===== config.mk =====
export PLATFORM = sky130hd
export DESIGN_NAME = epis_top
export DESIGN_NICKNAME = d
export VERILOG_FILES = /design/src/epis_pkg.sv /design/src/epis_sense.sv /design/src/epis_wake.sv /design/src/epis_top.sv
export SDC_FILE = /design/constraint.sdc
export NUM_CORES = 1
export LEC_CHECK = 0
export BUFFER_PORTS_ARGS = -buffer_cell sky130_fd_sc_hd__buf_4
export CORE_MARGIN = 4
export CORE_UTILIZATION = 41
export CTS_CLUSTER_DIAMETER = 100
export CTS_CLUSTER_SIZE = 24
export DETAILED_ROUTE_END_ITERATION = 8
export PLACE_DENSITY = 0.69
export SKIP_LAST_GASP = 1
export SLEW_MARGIN = 25
export SYNTH_ARGS = -nofsm -noshare
export SYNTH_HDL_FRONTEND = slang
export SYNTH_SLANG_ARGS = --single-unit

===== constraint.sdc =====
create_clock -name sys_clk -period 2.15 [get_ports sys_clk]
set_clock_uncertainty 0.1 [all_clocks]
set_input_delay 0.215 -clock sys_clk [delete_from_list [all_inputs] [get_ports sys_clk]]
set_output_delay 0.215 -clock sys_clk [all_outputs]
set_load 0.02 [all_outputs]

===== src/epis_pkg.sv =====
// constants and register map of the external pin interrupt sense block
// ****************************************************************
// ****************************************************************
`default_nettype none
package epis_pkg;
    // apb byte addresses
    localparam logic [11:0] ADDR_CORE_CTRL  = 12'h000;
    localparam logic [11:0] ADDR_ENABLE     = 12'h004;
    localparam logic [11:0] ADDR_FLAG       = 12'h008;
    localparam logic [11:0] ADDR_STATUS     = 12'h00c;
    // field positions
    localparam int SENSE_A_LSB   = 0;
    localparam int SENSE_B_LSB   = 2;
    localparam int BIT_EN_B      = 7;
    localparam int BIT_EN_A      = 6;
    localparam int BIT_VEC_SEL   = 1;
    localparam int BIT_VEC_UNLK  = 0;
    localparam int BIT_FLAG_B    = 7;
    localparam int BIT_FLAG_A    = 6;
    localparam logic [7:0] ENABLE_RW_MASK = 8'hc3;
    localparam logic [7:0] RESET_BYTE     = 8'h00;
    // sense encodings
    typedef enum logic [1:0] {
        EPIS_LOW     = 2'h0,
        EPIS_CHANGE  = 2'h1,
        EPIS_FALL    = 2'h2,
        EPIS_RISE    = 2'h3
    } epis_sense_t;
    // watchdog clock period and the sample count for wake
    localparam int WDT_PERIOD_NS    = 1000;
    localparam int CLK_PERIOD_NS    = 5;
    localparam int WAKE_SAMPLES     = 2;
    localparam int STARTUP_CYC_DEF  = 64;
endpackage : epis_pkg
`default_nettype wire


===== src/epis_sense.sv =====
// one pin: synchroniser, edge detect and sense select
`timescale 1ns/1ps
`default_nettype none
module epis_sense (
    // clock and reset
    input  wire logic       sys_clk,
    input  wire logic       reset,
    // io clock running
    input  wire logic       io_clk_run,
    // pin and mode
    input  wire logic       pin_in,
    input  wire logic [1:0] sense,
    // result
    output logic            edge_evt,
    output logic            level_low
);
    logic sync1_r;
    logic sync2_r;
    logic prev_r;

    // ****************************************************************
    // sampling
    // ****************************************************************
    always_ff @(posedge sys_clk) begin
        if (reset) begin
            sync1_r <= 1'b1;
            sync2_r <= 1'b1;
            prev_r  <= 1'b1;
        end else begin
            sync1_r <= pin_in;
            sync2_r <= sync1_r;
            prev_r  <= sync2_r;
        end
    end

    wire rise_w   = sync2_r & ~prev_r;
    wire fall_w   = ~sync2_r & prev_r;
    wire change_w = sync2_r ^ prev_r;
    wire sel_w    = (sense == epis_pkg::EPIS_CHANGE) ? change_w :
                    (sense == epis_pkg::EPIS_FALL)   ? fall_w   :
                    (sense == epis_pkg::EPIS_RISE)   ? rise_w   : 1'b0;
    // edges only while io clock runs
    assign edge_evt  = sel_w & io_clk_run;
    // raw pin, no clock needed; lets a stopped clock still see it
    assign level_low = (sense == epis_pkg::EPIS_LOW) & ~pin_in;
endmodule : epis_sense
`default_nettype wire


===== src/epis_wake.sv =====
// power-down wake qualifier driven by watchdog tick
`timescale 1ns/1ps
`default_nettype none
module epis_wake #(
    parameter int STARTUP_CYC = epis_pkg::STARTUP_CYC_DEF
) (
    // clock and reset
    input  wire logic sys_clk,
    input  wire logic reset,
    // power state and watchdog tick
    input  wire logic power_down,
    input  wire logic wdt_tick,
    input  wire logic level_req,
    // outputs
    output logic      wake_req,
    output logic      startup_busy,
    output logic      level_kept
);
    typedef enum logic [1:0] { WK_IDLE, WK_SAMPLE, WK_START } epis_wk_t;
    epis_wk_t   st_r;
    logic [1:0] samp_r;
    logic [15:0] cnt_r;
    logic       wake_r;
    logic       kept_r;

    always_ff @(posedge sys_clk) begin
        if (reset) begin
            st_r   <= WK_IDLE;
            samp_r <= 2'h0;
            cnt_r  <= 16'h0000;
            wake_r <= 1'b0;
            kept_r <= 1'b0;
        end else begin
            wake_r <= 1'b0;
            kept_r <= 1'b0;
            unique case (st_r)
                WK_IDLE: begin
                    samp_r <= 2'h0;
                    if (power_down && level_req) st_r <= WK_SAMPLE;
                end
                WK_SAMPLE: begin
                    if (!level_req || !power_down) begin
                        st_r <= WK_IDLE;
                    end else if (wdt_tick) begin
                        if (samp_r == 2'(epis_pkg::WAKE_SAMPLES - 1)) begin
                            st_r   <= WK_START;
                            wake_r <= 1'b1;
                            cnt_r  <= 16'(STARTUP_CYC);
                        end else begin
                            samp_r <= samp_r + 2'h1;
                        end
                    end
                end
                WK_START: begin
                    if (cnt_r == 16'h0001) begin
                        st_r   <= WK_IDLE;
                        kept_r <= level_req;
                    end
                    cnt_r <= cnt_r - 16'h0001;
                end
                default: st_r <= WK_IDLE;
            endcase
        end
    end
    assign wake_req     = wake_r;
    assign startup_busy = (st_r == WK_START);
    assign level_kept   = kept_r;
endmodule : epis_wake
`default_nettype wire


===== src/epis_top.sv =====
// external pin interrupt sense with apb registers
//
// Implementation choices: the APB slave port and the address map.
`timescale 1ns/1ps
`default_nettype none
module epis_top #(
    parameter int STARTUP_CYC = epis_pkg::STARTUP_CYC_DEF
) (
    // clock and reset
    input  wire logic        sys_clk,
    input  wire logic        reset,
    // apb slave
    input  wire logic        psel,
    input  wire logic        penable,
    input  wire logic        pwrite,
    input  wire logic [11:0] paddr,
    input  wire logic [31:0] pwdata,
    output logic      [31:0] prdata,
    output logic             pready,
    output logic             pslverr,
    // pins and core status
    input  wire logic        ext_irq_pin_a,
    input  wire logic        ext_irq_pin_b,
    input  wire logic        global_irq_en,
    input  wire logic        io_clk_run,
    input  wire logic        power_down,
    input  wire logic        wdt_tick,
    // vector acknowledge from core
    input  wire logic        vec_ack_a,
    input  wire logic        vec_ack_b,
    // requests to core
    output logic             irq_req_a,
    output logic             irq_req_b,
    output logic             wake_req,
    output logic             vector_table_select,
    output logic             vector_change_unlock
);
    logic [7:0] core_control_reg_r;
    logic [7:0] irq_enable_control_reg_r;
    logic       pending_flag_a_r;
    logic       pending_flag_b_r;
    logic [31:0] prdata_r;
    logic       evt_a;
    logic       evt_b;
    logic       low_a;
    logic       low_b;
    logic       startup_busy;

    // ****************************************************************
    // bus decode
    // ****************************************************************
    wire acc_w    = psel & penable;
    wire wr_w     = acc_w & pwrite;
    wire hit_core = (paddr == epis_pkg::ADDR_CORE_CTRL);
    wire hit_en   = (paddr == epis_pkg::ADDR_ENABLE);
    wire hit_flag = (paddr == epis_pkg::ADDR_FLAG);
    wire hit_stat = (paddr == epis_pkg::ADDR_STATUS);
    wire mapped_w = hit_core | hit_en | hit_flag | hit_stat;
    assign pready  = 1'b1;
    assign pslverr = acc_w & ~mapped_w;

    wire [1:0] sense_a = core_control_reg_r[epis_pkg::SENSE_A_LSB +: 2];
    wire [1:0] sense_b = core_control_reg_r[epis_pkg::SENSE_B_LSB +: 2];
    wire en_a  = irq_enable_control_reg_r[epis_pkg::BIT_EN_A] & global_irq_en;
    wire en_b  = irq_enable_control_reg_r[epis_pkg::BIT_EN_B] & global_irq_en;
    wire lvl_a = (sense_a == epis_pkg::EPIS_LOW);
    wire lvl_b = (sense_b == epis_pkg::EPIS_LOW);
    wire clr_a = (wr_w & hit_flag & pwdata[epis_pkg::BIT_FLAG_A]) | vec_ack_a;
    wire clr_b = (wr_w & hit_flag & pwdata[epis_pkg::BIT_FLAG_B]) | vec_ack_b;

    // ****************************************************************
    // pin sense
    // ****************************************************************
    epis_sense u_sense_a (
        .sys_clk    (sys_clk),
        .reset      (reset),
        .io_clk_run (io_clk_run),
        .pin_in     (ext_irq_pin_a),
        .sense      (sense_a),
        .edge_evt   (evt_a),
        .level_low  (low_a)
    );
    epis_sense u_sense_b (
        .sys_clk    (sys_clk),
        .reset      (reset),
        .io_clk_run (io_clk_run),
        .pin_in     (ext_irq_pin_b),
        .sense      (sense_b),
        .edge_evt   (evt_b),
        .level_low  (low_b)
    );

    // ****************************************************************
    // wake from power-down
    // ****************************************************************
    epis_wake #(
        .STARTUP_CYC (STARTUP_CYC)
    ) u_wake (
        .sys_clk      (sys_clk),
        .reset        (reset),
        .power_down   (power_down),
        .wdt_tick     (wdt_tick),
        .level_req    ((low_a & en_a) | (low_b & en_b)),
        .wake_req     (wake_req),
        .startup_busy (startup_busy),
        .level_kept   ()
    );

    // ****************************************************************
    // registers
    // ****************************************************************
    always_ff @(posedge sys_clk) begin
        if (reset) begin
            core_control_reg_r       <= epis_pkg::RESET_BYTE;
            irq_enable_control_reg_r <= epis_pkg::RESET_BYTE;
        end else begin
            if (wr_w && hit_core) core_control_reg_r <= pwdata[7:0];
            if (wr_w && hit_en)
                irq_enable_control_reg_r <= pwdata[7:0] & epis_pkg::ENABLE_RW_MASK;
        end
    end

    // set wins over clear; level mode forces flag low
    always_ff @(posedge sys_clk) begin
        if (reset) begin
            pending_flag_a_r <= 1'b0;
            pending_flag_b_r <= 1'b0;
        end else begin
            pending_flag_a_r <= ~lvl_a & (evt_a | (pending_flag_a_r & ~clr_a));
            pending_flag_b_r <= ~lvl_b & (evt_b | (pending_flag_b_r & ~clr_b));
        end
    end

    // ****************************************************************
    // read data
    // ****************************************************************
    wire [7:0] flag_w = {pending_flag_b_r, pending_flag_a_r, 6'h00};
    wire [7:0] stat_w = {5'h00, startup_busy, low_b, low_a};
    wire [7:0] rd_w   = hit_core ? core_control_reg_r :
                        hit_en   ? irq_enable_control_reg_r :
                        hit_flag ? flag_w :
                        hit_stat ? stat_w : 8'h00;
    always_ff @(posedge sys_clk) begin
        if (reset) prdata_r <= 32'h0000_0000;
        else if (psel && !penable && !pwrite) prdata_r <= {24'h000000, rd_w};
    end
    assign prdata = prdata_r;

    // ****************************************************************
    // requests
    // ****************************************************************
    // level request is raw pin, held while low; no level request during start-up
    assign irq_req_a = en_a & ((lvl_a & low_a & ~startup_busy) | pending_flag_a_r);
    assign irq_req_b = en_b & ((lvl_b & low_b & ~startup_busy) | pending_flag_b_r);
    assign vector_table_select  = irq_enable_control_reg_r[epis_pkg::BIT_VEC_SEL];
    assign vector_change_unlock = irq_enable_control_reg_r[epis_pkg::BIT_VEC_UNLK];
endmodule : epis_top
`default_nettype wire


=== Word level (Yosys, flattened, before mapping) ===
Index checks and enable logic that the tools add are counted.

* Add/subtract/negate cells: 2
* Multipliers: 0
* Divide/modulo/power cells: 0
* $lt $le $gt $ge: 0
* Equal/unequal tests: 21
* Shift operators: 0
* Multiplexer cells: 25
* Bitwise gates (word level): 54
* Reductions and logical operators: 20

{| class="wikitable"
|+ Operator list
! kind !! count
|-
| $mux 16 || 3
|-
| $pmux 16 s2 || 1
|-
| $and 1x1->1 || 28
|-
| $eq 12x4->1 const B || 2
|-
| $mux 8 || 3
|-
| $eq 16x1->1 const B || 1
|-
| $mux 2 || 8
|-
| $sub 16x1->16 const B || 1
|-
| $not 1->1 || 14
|-
| $eq 12x3->1 const B || 1
|-
| $logic_not 12->1 || 1
|-
| $reduce_and 4->1 || 3
|-
| $eq 2x2->1 const B || 5
|-
| $or 1x1->1 || 10
|-
| $eq 2x1->1 const B || 4
|-
| $mux 1 || 7
|-
| $logic_not 2->1 || 3
|-
| $ne 2x1->1 const B || 3
|-
| $ne 2x2->1 const B || 3
|-
| $pmux 2 s3 || 1
|-
| $logic_and 1x1->1 || 5
|-
| $logic_not 1->1 || 4
|-
| $pmux 2 s2 || 1
|-
| $reduce_bool 2->1 || 2
|-
| 7 further kinds || 8
|}

* Flip-flop bits (word level): 49
* Latch bits: 0
* Bits in writable memories: 0
* Memory bits (read-only): 0
* Input bits: 57
* Output and inout port bits: 39
* Word-level logic and storage cells: 137
* Memories: 0

=== Depth between registers and ports, before layout ===
Gate-level depths: netlist of run 1.

* Depth in word-level cells: 9
* Gate-level depth with buffers: 8
* Gate-level depth less buffers: 7

=== Cells and area by module ===
From an unflattened synthesis of run 1, not the netlist that was laid out.

* Cell total of the unflattened synthesis: 303
* Area total of the unflattened synthesis: 2685.1 um2

{| class="wikitable"
|+ By module, submodules not included
! module !! instances !! cells an instance !! area an instance (um2)
|-
| epis_top || 1 || 144 || 1316.3
|-
| epis_wake || 1 || 127 || 1071.0
|-
| epis_sense || 2 || 16 || 148.9
|}

=== Worst setup path before layout of run 1 ===
No wires, ideal clock.

* Path kind: reg2reg
* Start point: reg u_wake.cnt_r[2]
* End point: reg u_wake.cnt_r[15]
* Setup time: 0.070 ns
* Data arrival time: 1.799 ns
* Required time: 1.980 ns
* Slack: 0.182 ns
* Cell stages (with the launch flop): 6
* Buffers on the path: 0
* Clock period less this slack: 1.968 ns
* Cells stage by stage: dfxtp_1 > nor4_4 > nand4_2 > or4_4 > or3_1 > a21oi_1

* Word-level cells in the longest chain between the ends: 2

{| class="wikitable"
|+ Ends and longest elaborated chain
! element !! line !! RTL
|-
| start: declaration || epis_wake.sv:22 || <nowiki>logic [15:0] cnt_r;</nowiki>
|-
| start signal: assignment || epis_wake.sv:48 || <nowiki>cnt_r <= 16'(STARTUP_CYC);</nowiki>
|-
| start signal: assignment || epis_wake.sv:59 || <nowiki>cnt_r <= cnt_r - 16'h0001;</nowiki>
|-
| $sub 16x1->16 || epis_wake.sv:59 ||
|-
| $pmux 16 s2 || epis_wake.sv:36 || <nowiki>unique case (st_r)</nowiki>
|}

Every way passes these cells.
A chain may end at the register's enable or synchronous reset.

=== Worst setup path after layout of run 1 ===
* Start point: reg u_wake.cnt_r[3]
* End point: reg u_wake.cnt_r[14]

Same word-level chain as after synthesis.

==> metrics, run 1 <==
RSZ-0062 raised after global routing=false; final hold violation count=0; R2R Setup Slk=0.15 ns; Worst setup EP type=flip-flop; Hold Crit Class=input pin to flip-flop; Mapped Area=2500 um2; final instance area=3052 um2; slew at the pin closest to its max-slew limit=0.5047 ns; Die W=86.09 um; DRC=0; Layout Nets=415; status=completed; I/O Pins=96; Switch Pwr=0.0004128 W; Core Footprint=5921 um2; prevailing post-synth register cell=dfxtp_1; DR pass1 iterations=4; clock share of power=39.8%; Final period util=92.95%; sequential fraction of the synthesis area=39.24%; Post-Route WL=5574 um; CTS H-tree depth=2; Crit Path Category=flip-flop to flip-flop; Critical Path RT=2.28 ns; post-synthesis async set-or-reset flop share=0%; CP arrival=2.13 ns; # diodes=0; Syn Inst Count=294; later-pin clock latency in the skew report=0.30 ns; die span in y=86.09 um; Synth warnings=0; routed len/inst=13.05 um; Via Count=2,120; fmax=500.4 MHz; Max rail drop VDD=337.8 uV; synthesis-to-finish area growth=22.07%; share of cells above drive strength 1=24.72%; syn avg cell area=8.503 um2; EDFF count, synth=0; Overflow after GRT=0; largest area contributor in the netlist=dfxtp_1; beginning of the worst hold path=ext_irq_pin_a; Logic pwr share=8.3%; Final Max Slew Viols=0; post-synth top area share=39.24%; clk slew on worst S/H paths=0.09 ns; Die Footprint=7411 um2; element type at the critical path start=flip-flop; register area=980.9 um2; worst rel slew slack=66.27%; Switching Fraction=23.46%; worst-path maximum fanout=6; largest net degree at the start of global routing=23; pwr/cell area=576.5 nW/um2; Sequential Power Share=51.9%; setup violators final=0; most common cell in the netlist=dfxtp_1; top cells by area, synth=dfxtp_1 (39%), buf_4 (7.8%), mux2i_1 (6.8%); reg2reg start=u_wake.cnt_r[3]; leak pwr=1.304 nW; Seq cells post-synth=49; first-pass GRT wire length=9363 um; clock tree buffer depth=2; root buf cell=clkbuf_8; postcts setup bufs=0; max cap viols=0; crit path time final=1.998 ns; Port-buffer cells=46; number of antenna violations at the first check in global routing=0; Final GP Congestion=0.7742; Critical Path, Cell by Cell=nor4_4, nand4_2, or3_2, or3_1, a21oi_1; GRT Util Overall=15.47%; Initial Util=42.22%; Via density=4.965; via count of the first global-routing pass=1,981; dpl cell area=2912 um2; critical path's slowest cell=or3_2; row count=28; worst reg2reg path endpoint=u_wake.cnt_r[14]; hold depth=2; hold path endpoint=u_sense_a.sync1_r; Unique masters post-synth=46; CTS Buf Count=5; fill count=570; CTS tree=built; multi-input logic area=1348 um2; DRT antenna net count=0; Sink Count=49; max incr delay on CP=0.46 ns; top post-synthesis cells by count=dfxtp_1 (49), nor2_1 (30), buf_4 (26), nand2_1 (26), a21oi_1 (20); Power Internal=0.001347 W; DP Wirelength=4165 um; initial detailed-routing violation count=110; setup TNS=0 ns; Worst R2R Path Depth=5
[critical path: cells and delay by family (launching register included)]
kind	cells	cell delay, ns
simple gates	4	1.31
flops	1	0.37
compound gates	1	0.14
[power groups by stage]
stage	sequential [W]	clock, W	combinational [W]
after global placement	0.000934	0	0.000142
after floorplan	0.000934	0	0.000114
after detailed placement	0.000934	0	0.000144
final	0.000913	0.000699	0.000147
after CTS	0.000913	0.000719	0.000145
after global routing	0.000914	0.000747	0.000161
[cells by family (layout without fill, tap and decap cells)]
| family | Yosys count | count (layout) | share of synthesized area [%] |
|---|---|---|---|
| other | 2 | 25 | 0.3004 |
| buffers and inverters | 45 | 80 | 10.71 |
| XOR/XNOR | 2 | 2 | 0.7008 |
| AND/OR/NAND/NOR | 115 | 115 | 25.03 |
| adder cells (fa/ha/maj) | 7 | 7 | 3.503 |
| flip-flops | 49 | 49 | 39.24 |
| AO/OA/AOI/OAI | 57 | 57 | 13.71 |
| multiplexers | 17 | 17 | 6.807 |
[layer usage]
| layer | vias up | GRT usage [%] | wire length, um |
|---|---|---|---|
| li1 | 1093 | - | - |
| met1 | 970 | 21.88 | 2720 |
| met2 | 52 | 24.60 | 2527 |
| met3 | 5 | 2.882 | 275 |
| met4 | 0 | 3.022 | 51 |
| met5 | - | 0 | 0 |
[flip-flops by register name, summed over array words and instances (netlist names)]
signal and cells:
u_sense_b.prev_r 1, u_sense_b.sync1_r 1, u_sense_a.sync2_r 1, prdata 8, u_wake.samp_r 2, u_sense_a.sync1_r 1, pending_flag_a_r 1, pending_flag_b_r 1
u_sense_b.sync2_r 1, u_wake.wake_req 1, u_wake.st_r 2, irq_enable_control_reg_r 4, u_sense_a.prev_r 1, u_wake.cnt_r 16, core_control_reg_r 8
[cells in the final DEF, fill, tap and decap left out, types with 4 or more instances in the layout]
master    synthesis  final
or4_1             4      4
mux2i_1          17     17
or3_1             6      6
a22oi_1           5      5
nor2b_1           4      4
clkbuf_8          0      6
and3_1            6      6
or2_2             4      4
o21ai_0          15     15
ha_1              7      7
inv_1             9      9
dfxtp_1          49     49
buf_4            26     62
nor2_1           30     30
nand2_1          26     26
o31ai_1           4      4
a21oi_1          20     20
nand3_1           7      7
or3_2             4      4
conb_1            2     25
[stage by stage]
stage | std cells | worst slack [ns] | utilization, % | hold WS, ns | power, W
after floorplan | 317 | 0.1815 | - | 0.2216 | 0.001047
after global placement | 418 | 0.1613 | 49.18 | 0.2939 | 0.001076
after detailed placement | 418 | 0.1036 | 49.18 | 0.2976 | 0.001078
after CTS | 427 | 0.07563 | 51.37 | 0.001857 | 0.001778
after global routing | 427 | 0.01956 | 51.54 | 0.008659 | 0.001822
final | 427 | 0.1516 | 51.54 | 0.01535 | 0.001759
[worst max-delay path by stage]
| stage | start | end | cells past startpoint |
|---|---|---|---|
| final | u_wake.cnt_r[3] | u_wake.cnt_r[14] | 5 |
| after global routing | u_wake.cnt_r[3] | u_wake.cnt_r[14] | 5 |
| after CTS | core_control_reg_r[1] | u_wake.samp_r[0] | 5 |
| after detailed placement | core_control_reg_r[1] | u_wake.samp_r[0] | 5 |
| after global placement | u_wake.cnt_r[2] | u_wake.cnt_r[15] | 5 |
| after floorplan | u_wake.cnt_r[2] | u_wake.cnt_r[15] | 5 |
[area by class of cell]
| cell class | count | area share, % |
|---|---|---|
| Multi-Input combinational cell | 223 | 44.16 |
| Sequential cell | 49 | 32.14 |
| Timing Repair Buffer | 63 | 15.58 |
| Tap cell | 75 | 3.075 |
| Clock buffer | 6 | 2.706 |
| Clock inverter | 2 | 1.230 |
| Inverter | 9 | 1.107 |
[timing repair]
action / 4_1_cts / 5_1_grt
endpoints found under the setup margin: 0 / 4
gates resized for setup: 0 / 2
hold buffers: 1 / 0
endpoints found under the hold margin: 1 / 0
(Power assumes the default switching activity.)
==> run 2, diff against run 1 <==
--- a/config.mk
+++ b/config.mk
@@ -11,6 +11,7 @@
 export CTS_CLUSTER_DIAMETER = 100
 export CTS_CLUSTER_SIZE = 24
 export DETAILED_ROUTE_END_ITERATION = 8
+export HOLD_SLACK_MARGIN = 0.12
 export PLACE_DENSITY = 0.69
 export SKIP_LAST_GASP = 1
 export SLEW_MARGIN = 25
==> run 2 against run 1 <==
Sequential cell count is the same. Cell count grew 3.5%. Setup slack lost 0.037 ns. Die area is the same. Sequential share of layout area shrank 1.5 points. Hold slack gained 0.15 ns. Power grew 0.92%. First-iteration DRC count shrank 24%. Largest cell class unchanged.
==> metrics, run 2 (synthesis results as in run 1) <==
row count=28 (unchanged); setup TNS=0 ns (unchanged); Worst setup EP type=flip-flop (unchanged); clock tree buffer depth=2 (unchanged); later-pin clock latency in the skew report=0.30 ns (about the same); Layout Nets=430 (was 415); first-pass GRT wire length=9694 um (was 9363 um); share of cells above drive strength 1=23.71% (was 24.72%); Via Count=2,187 (was 2,120); largest net degree at the start of global routing=23 (unchanged); Post-Route WL=5700 um (was 5574 um); element type at the critical path start=input pin (was flip-flop); worst reg2reg path endpoint=u_wake.cnt_r[14] (unchanged); Worst path most repeated cell=buf_4; Critical Path End=core_control_reg_r[1] (was u_wake.cnt_r[14]); CTS Buf Count=5 (unchanged); Via density=4.948 (was 4.965); Core Footprint=5921 um2 (unchanged); Sink Count=49 (unchanged); I/O Pins=96 (unchanged); Reg with most FFs=u_wake.cnt_r (unchanged); Final period util=94.65% (was 92.95%); via count of the first global-routing pass=2,057 (was 1,981); dpl cell area=2912 um2 (unchanged); fmax=491.4 MHz (was 500.4 MHz); Critical Path RT=2.25 ns (was 2.28 ns); max incr delay on CP=0.54 ns (was 0.46 ns); die span in y=86.09 um (unchanged); most common cell after layout, fill and taps aside=buf_4 (unchanged); final hold violation count=0 (unchanged); status=completed (unchanged); number of antenna violations at the first check in global routing=0 (unchanged); final core utilization=54.08% (was 51.54%); leak pwr=1.371 nW (was 1.304 nW); # diodes=0 (unchanged); R2R Setup Slk=0.15 ns (about the same); DRT antenna net count=0 (unchanged); synthesis-to-finish area growth=28.08% (was 22.07%); DP Wirelength=4165 um (unchanged); Initial Util=42.22% (unchanged); Setup crit start=paddr[7] (was u_wake.cnt_r[3]); Port-buffer cells=46 (unchanged); Final GP Congestion=0.7742 (unchanged); CTS H-tree depth=2 (unchanged); Worst R2R Path Depth=5 (unchanged); root buf cell=clkbuf_8 (unchanged); Critical Path, Cell by Cell=buf_4, nor4_1, nand4_1, nor3_2, buf_4, mux2i_1, nor2_1, dlygate4sd3_1 (was nor4_4, nand4_2, or3_2, or3_1, a21oi_1); CP arrival=2.13 ns (about the same); critical path's slowest cell=dlygate4sd3_1 (was or3_2); Final Max Slew Viols=0 (unchanged); max cap viols=0 (unchanged); GRT Util Overall=15.94% (was 15.47%); Max rail drop VDD=336.3 uV (was 337.8 uV); routed len/inst=12.90 um (was 13.05 um); Die Footprint=7411 um2 (unchanged); Die W=86.09 um (unchanged); number of flip-flops in the largest register=16 (unchanged); DRC=0 (unchanged); Hold Crit Class=input pin to flip-flop (unchanged); CTS tree=built (unchanged); Overflow after GRT=0 (unchanged); Crit Path Category=input pin to flip-flop (was flip-flop to flip-flop); RSZ-0062 raised after global routing=false (unchanged); setup violators final=0 (unchanged); slew at the pin closest to its max-slew limit=0.5043 ns (was 0.5047 ns); crit path time final=2.035 ns (was 1.998 ns); final instance area=3202 um2 (was 3052 um2); DR pass1 iterations=4 (unchanged); clk slew on worst S/H paths=0.09 ns (about the same); worst rel slew slack=66.30% (was 66.27%); most frequent cells in the layout=buf_4 (62), dfxtp_1 (49), nor2_1 (30), nand2_1 (26), conb_1 (25) (unchanged); pwr/cell area=554.5 nW/um2 (was 576.5 nW/um2); reg2reg start=u_wake.cnt_r[3] (unchanged); initial detailed-routing violation count=84 (was 110); worst-path maximum fanout=8 (was 6)
==> run 2: critical path, delay by kind of cell <==
kind                   cells  cell delay, ns
buffers and inverters      3            0.89
and+or+nand+nor            4            0.82
muxes                      1            0.20
==> run 2: worst min-delay path by stage <==
stage / startpoint / to / slack [ns] / depth (start not counted)
floorplan: ext_irq_pin_a / u_sense_a.sync1_r / 0.22 / 1
global placement: u_sense_b.sync1_r / u_sense_b.sync2_r / 0.29 / 1
detailed placement: u_sense_b.sync1_r / u_sense_b.sync2_r / 0.30 / 1
CTS: pwrite / prdata[6] / 0.16 / 4
global route: pwrite / prdata[6] / 0.19 / 4
finish: pwrite / prdata[6] / 0.17 / 4
==> run 2: repair_timing <==
action	4_1_cts	5_1_grt
hold buffers	16	0
endpoints found under the hold margin	19	0
setup endpoints to repair	0	4
buffers inserted	0	0
gates resized for setup	0	2
==> run 2: final cells by class <==
type | count | area, um2
Sequential cell | 49 | 980.9
Timing Repair Buffer | 78 | 625.6
Clock buffer | 6 | 82.58
Tap cell | 75 | 93.84
Fill cell | 562 | 2719
Clock inverter | 2 | 37.54
Inverter | 9 | 33.78
Multi-Input combinational cell | 223 | 1348
==> run 2: per-layer routing <==
layer  global-route usage, %  wire (um)  vias up
li1                        -          -     1124
met1                   22.46       2712      994
met2                   25.58       2592       64
met3                   2.882        344        5
met4                   3.022         51        0
met5                       0          0        -
==> run 2: power by group <==
group          switching [W]  leakage (nW)  internal, W  total [W]
registers         0.00000180         0.396     0.000911   0.000913
clock network       0.000318        0.0574     0.000379   0.000696
logic              0.0000939         0.918    0.0000720   0.000166
==> run 2: through the flow <==
step	worst slack (ns)	cells	hold WS [ns]	total power (W)
2_1_floorplan	0.1815	317	0.2216	0.001047
3_3_place_gp	0.1613	418	0.2939	0.001076
3_5_place_dp	0.1036	418	0.2976	0.001078
4_1_cts	0.07563	442	0.1586	0.001796
5_1_grt	0.01956	442	0.1912	0.001844
6_report	0.1149	442	0.1651	0.001775
==> run 3, diff against run 2 <==
--- a/config.mk
+++ b/config.mk
@@ -11,8 +11,9 @@
 export CTS_CLUSTER_DIAMETER = 100
 export CTS_CLUSTER_SIZE = 24
 export DETAILED_ROUTE_END_ITERATION = 8
+export GPL_TIMING_DRIVEN = 0
 export HOLD_SLACK_MARGIN = 0.12
-export PLACE_DENSITY = 0.69
+export PLACE_DENSITY = 0.74
 export SKIP_LAST_GASP = 1
 export SLEW_MARGIN = 25
 export SYNTH_ARGS = -nofsm -noshare
==> run 3 against run 2 <==
Power is essentially flat. Clock-buffer cell count shrank 1. First-iteration DRC count grew 46%. Largest cell class unchanged.
==> metrics, run 3 (synthesis results as in run 1) <==
status=completed (unchanged); largest net degree at the start of global routing=17 (was 23); register area=980.9 um2 (unchanged); Via Count=2,279 (was 2,187); Final Max Slew Viols=0 (unchanged); leak pwr=1.423 nW (was 1.371 nW); first-pass GRT wire length=9694 um (unchanged); DR pass1 iterations=4 (unchanged); Core Footprint=5921 um2 (unchanged); root buf cell=clkbuf_8 (unchanged); row count=28 (unchanged); number of flip-flops in the largest register=16 (unchanged); Final GP Congestion=0.8463 (was 0.7742); crit path time final=2.056 ns (was 2.035 ns); Via density=4.987 (was 4.948); Port-buffer cells=44 (was 46); share of cells above drive strength 1=26.18% (was 23.71%); via count of the first global-routing pass=2,091 (was 2,057); GRT Util Overall=16.14% (was 15.94%); Place WS=-0.1936 ns (was 0.1036 ns); most frequent cells in the layout=buf_4 (71), dfxtp_1 (49), nor2_1 (30), nand2_1 (26), conb_1 (25) (was buf_4 (62), dfxtp_1 (49), nor2_1 (30), nand2_1 (26), conb_1 (25)); clock tree buffer depth=2 (unchanged); Sequential Power Share=51.4% (about the same); Hold Crit Class=input pin to flip-flop (unchanged); global routing usage on met2=28.45% (was 25.58%); max cap viols=0 (unchanged); setup violators final=0 (unchanged); setup TNS=0 ns (unchanged); RSZ-0062 raised after global routing=false (unchanged); DRC=0 (unchanged); later-pin clock latency in the skew report=0.30 ns (about the same); DP Cell Count=436 (was 418); final hold violation count=0 (unchanged); pwr/cell area=539.0 nW/um2 (was 554.5 nW/um2); Post-Route WL=5877 um (was 5700 um); slew at the pin closest to its max-slew limit=0.8673 ns (was 0.5043 ns); clk slew on worst S/H paths=0.09 ns (about the same); Switching Fraction=23.53% (was 23.30%); most common cell after layout, fill and taps aside=buf_4 (unchanged); routed len/inst=12.86 um (was 12.90 um); fin worst setup slack=0.09424 ns (was 0.1149 ns); multi-input logic area=1376 um2 (was 1348 um2); Layout Nets=445 (was 430); CTS H-tree depth=2 (unchanged); initial detailed-routing violation count=123 (was 84); element type at the critical path start=flip-flop (was input pin); fin cells=457 (was 442); busiest grt layer=met2 (unchanged); Sink Count=49 (unchanged); DRT antenna net count=0 (unchanged); DP Wirelength=4332 um (was 4165 um); met1 usage=20.18% (was 22.46%); die span in y=86.09 um (unchanged); dpl cell area=3010 um2 (was 2912 um2); CP arrival=2.18 ns (was 2.13 ns); clock share of power=37.4% (was 39.2%); synthesis-to-finish area growth=31.73% (was 28.08%); # diodes=0 (unchanged); Critical Path RT=2.28 ns (was 2.25 ns); Final period util=95.62% (was 94.65%); Reg with most FFs=u_wake.cnt_r (unchanged); I/O Pins=96 (unchanged); Max rail drop VDD=427.6 uV (was 336.3 uV); M3 GR Usage=3.074% (was 2.882%); Crit Path Category=flip-flop to flip-flop (was input pin to flip-flop); fmax=486.4 MHz (was 491.4 MHz); worst-path maximum fanout=7 (was 8); Initial Util=42.22% (unchanged); CTS tree=built (unchanged); Die W=86.09 um (unchanged); Logic pwr share=11.2% (was 9.3%); final instance area=3293 um2 (was 3202 um2); CTS Buf Count=5 (unchanged); Switch Pwr=0.0004176 W (was 0.0004136 W); Die Footprint=7411 um2 (unchanged); worst rel slew slack=41.87% (was 66.30%); Power Internal=0.001357 W (was 0.001362 W); Worst setup EP type=flip-flop (unchanged); fill count=549 (was 562); Overflow after GRT=0 (unchanged); number of antenna violations at the first check in global routing=0 (unchanged)
==> run 3: cell types whose count changed in the layout (fill, tap and decap cells not counted), sizes merged <==
cell / previous run / this run
clkinv: 0 / 1
clkbuf: 6 / 14
dlygate4sd3: 16 / 12
buf: 62 / 72
==> run 3: critical path, cell delays in order (launching register included) <==
cell      delay [ns]
dfxtp_1         0.41
nor3_4          0.29
a22o_4          0.21
nand3b_1        0.14
or4b_2          0.64
a31oi_1         0.20
==> run 3: layout make-up <==
cell class	count	share of cell area, %
Buffer	36	7.143
Clock buffer	5	2.090
Inverter	9	1.026
Clock inverter	3	1.406
Timing Repair Buffer	57	13.91
Tap cell	75	2.850
Multi-Input combinational cell	223	41.79
Sequential cell	49	29.79
==> run 3: metal layers <==
layer	part of all wire (%)	routed length (um)
met3	5.2	306
met4	1.1	66
met5	0	0
met2	50	2967
met1	43	2536
==> run 3: final timing paths <==
check,from,end,slack [ns],depth (start not counted)
hold reg to reg,u_sense_b.sync1_r,u_sense_b.sync2_r,0.32,1
hold / removal,reset,u_sense_b.prev_r,0.17,3
setup / recovery,core_control_reg_r[1],u_wake.samp_r[0],0.09,5
setup reg to reg,core_control_reg_r[1],u_wake.samp_r[0],0.09,5
==> run 3: what timing repair did <==
action | CTS | global route
buffers inserted | 0 | 1
hold endpoints to repair | 16 | 0
pin swaps | 1 | 1
hold buffers | 12 | 0
endpoints found under the setup margin | 13 | 9
resized for setup | 4 | 4
==> run 3: per-stage QoR <==
| step | hold WS (ns) | power, W | utilization, % |
|---|---|---|---|
| finish | 0.1701 | 0.001775 | 55.62 |
| global route | 0.1839 | 0.001849 | 55.62 |
| CTS | 0.1705 | 0.001786 | 55.20 |
| detailed placement | 0.3057 | 0.001110 | 50.85 |
| global placement | 0.2942 | 0.001108 | 50.85 |
| floorplan | 0.2216 | 0.001047 | - |
==> run 3: power by group through the flow <==
stage / clock network, W / registers, W / logic (W)
after detailed placement: 0 / 0.000934 / 0.000176
after CTS: 0.000678 / 0.000913 / 0.000196
after global placement: 0 / 0.000934 / 0.000174
after floorplan: 0 / 0.000934 / 0.000114
final: 0.000663 / 0.000913 / 0.000199
after global routing: 0.000719 / 0.000914 / 0.000216
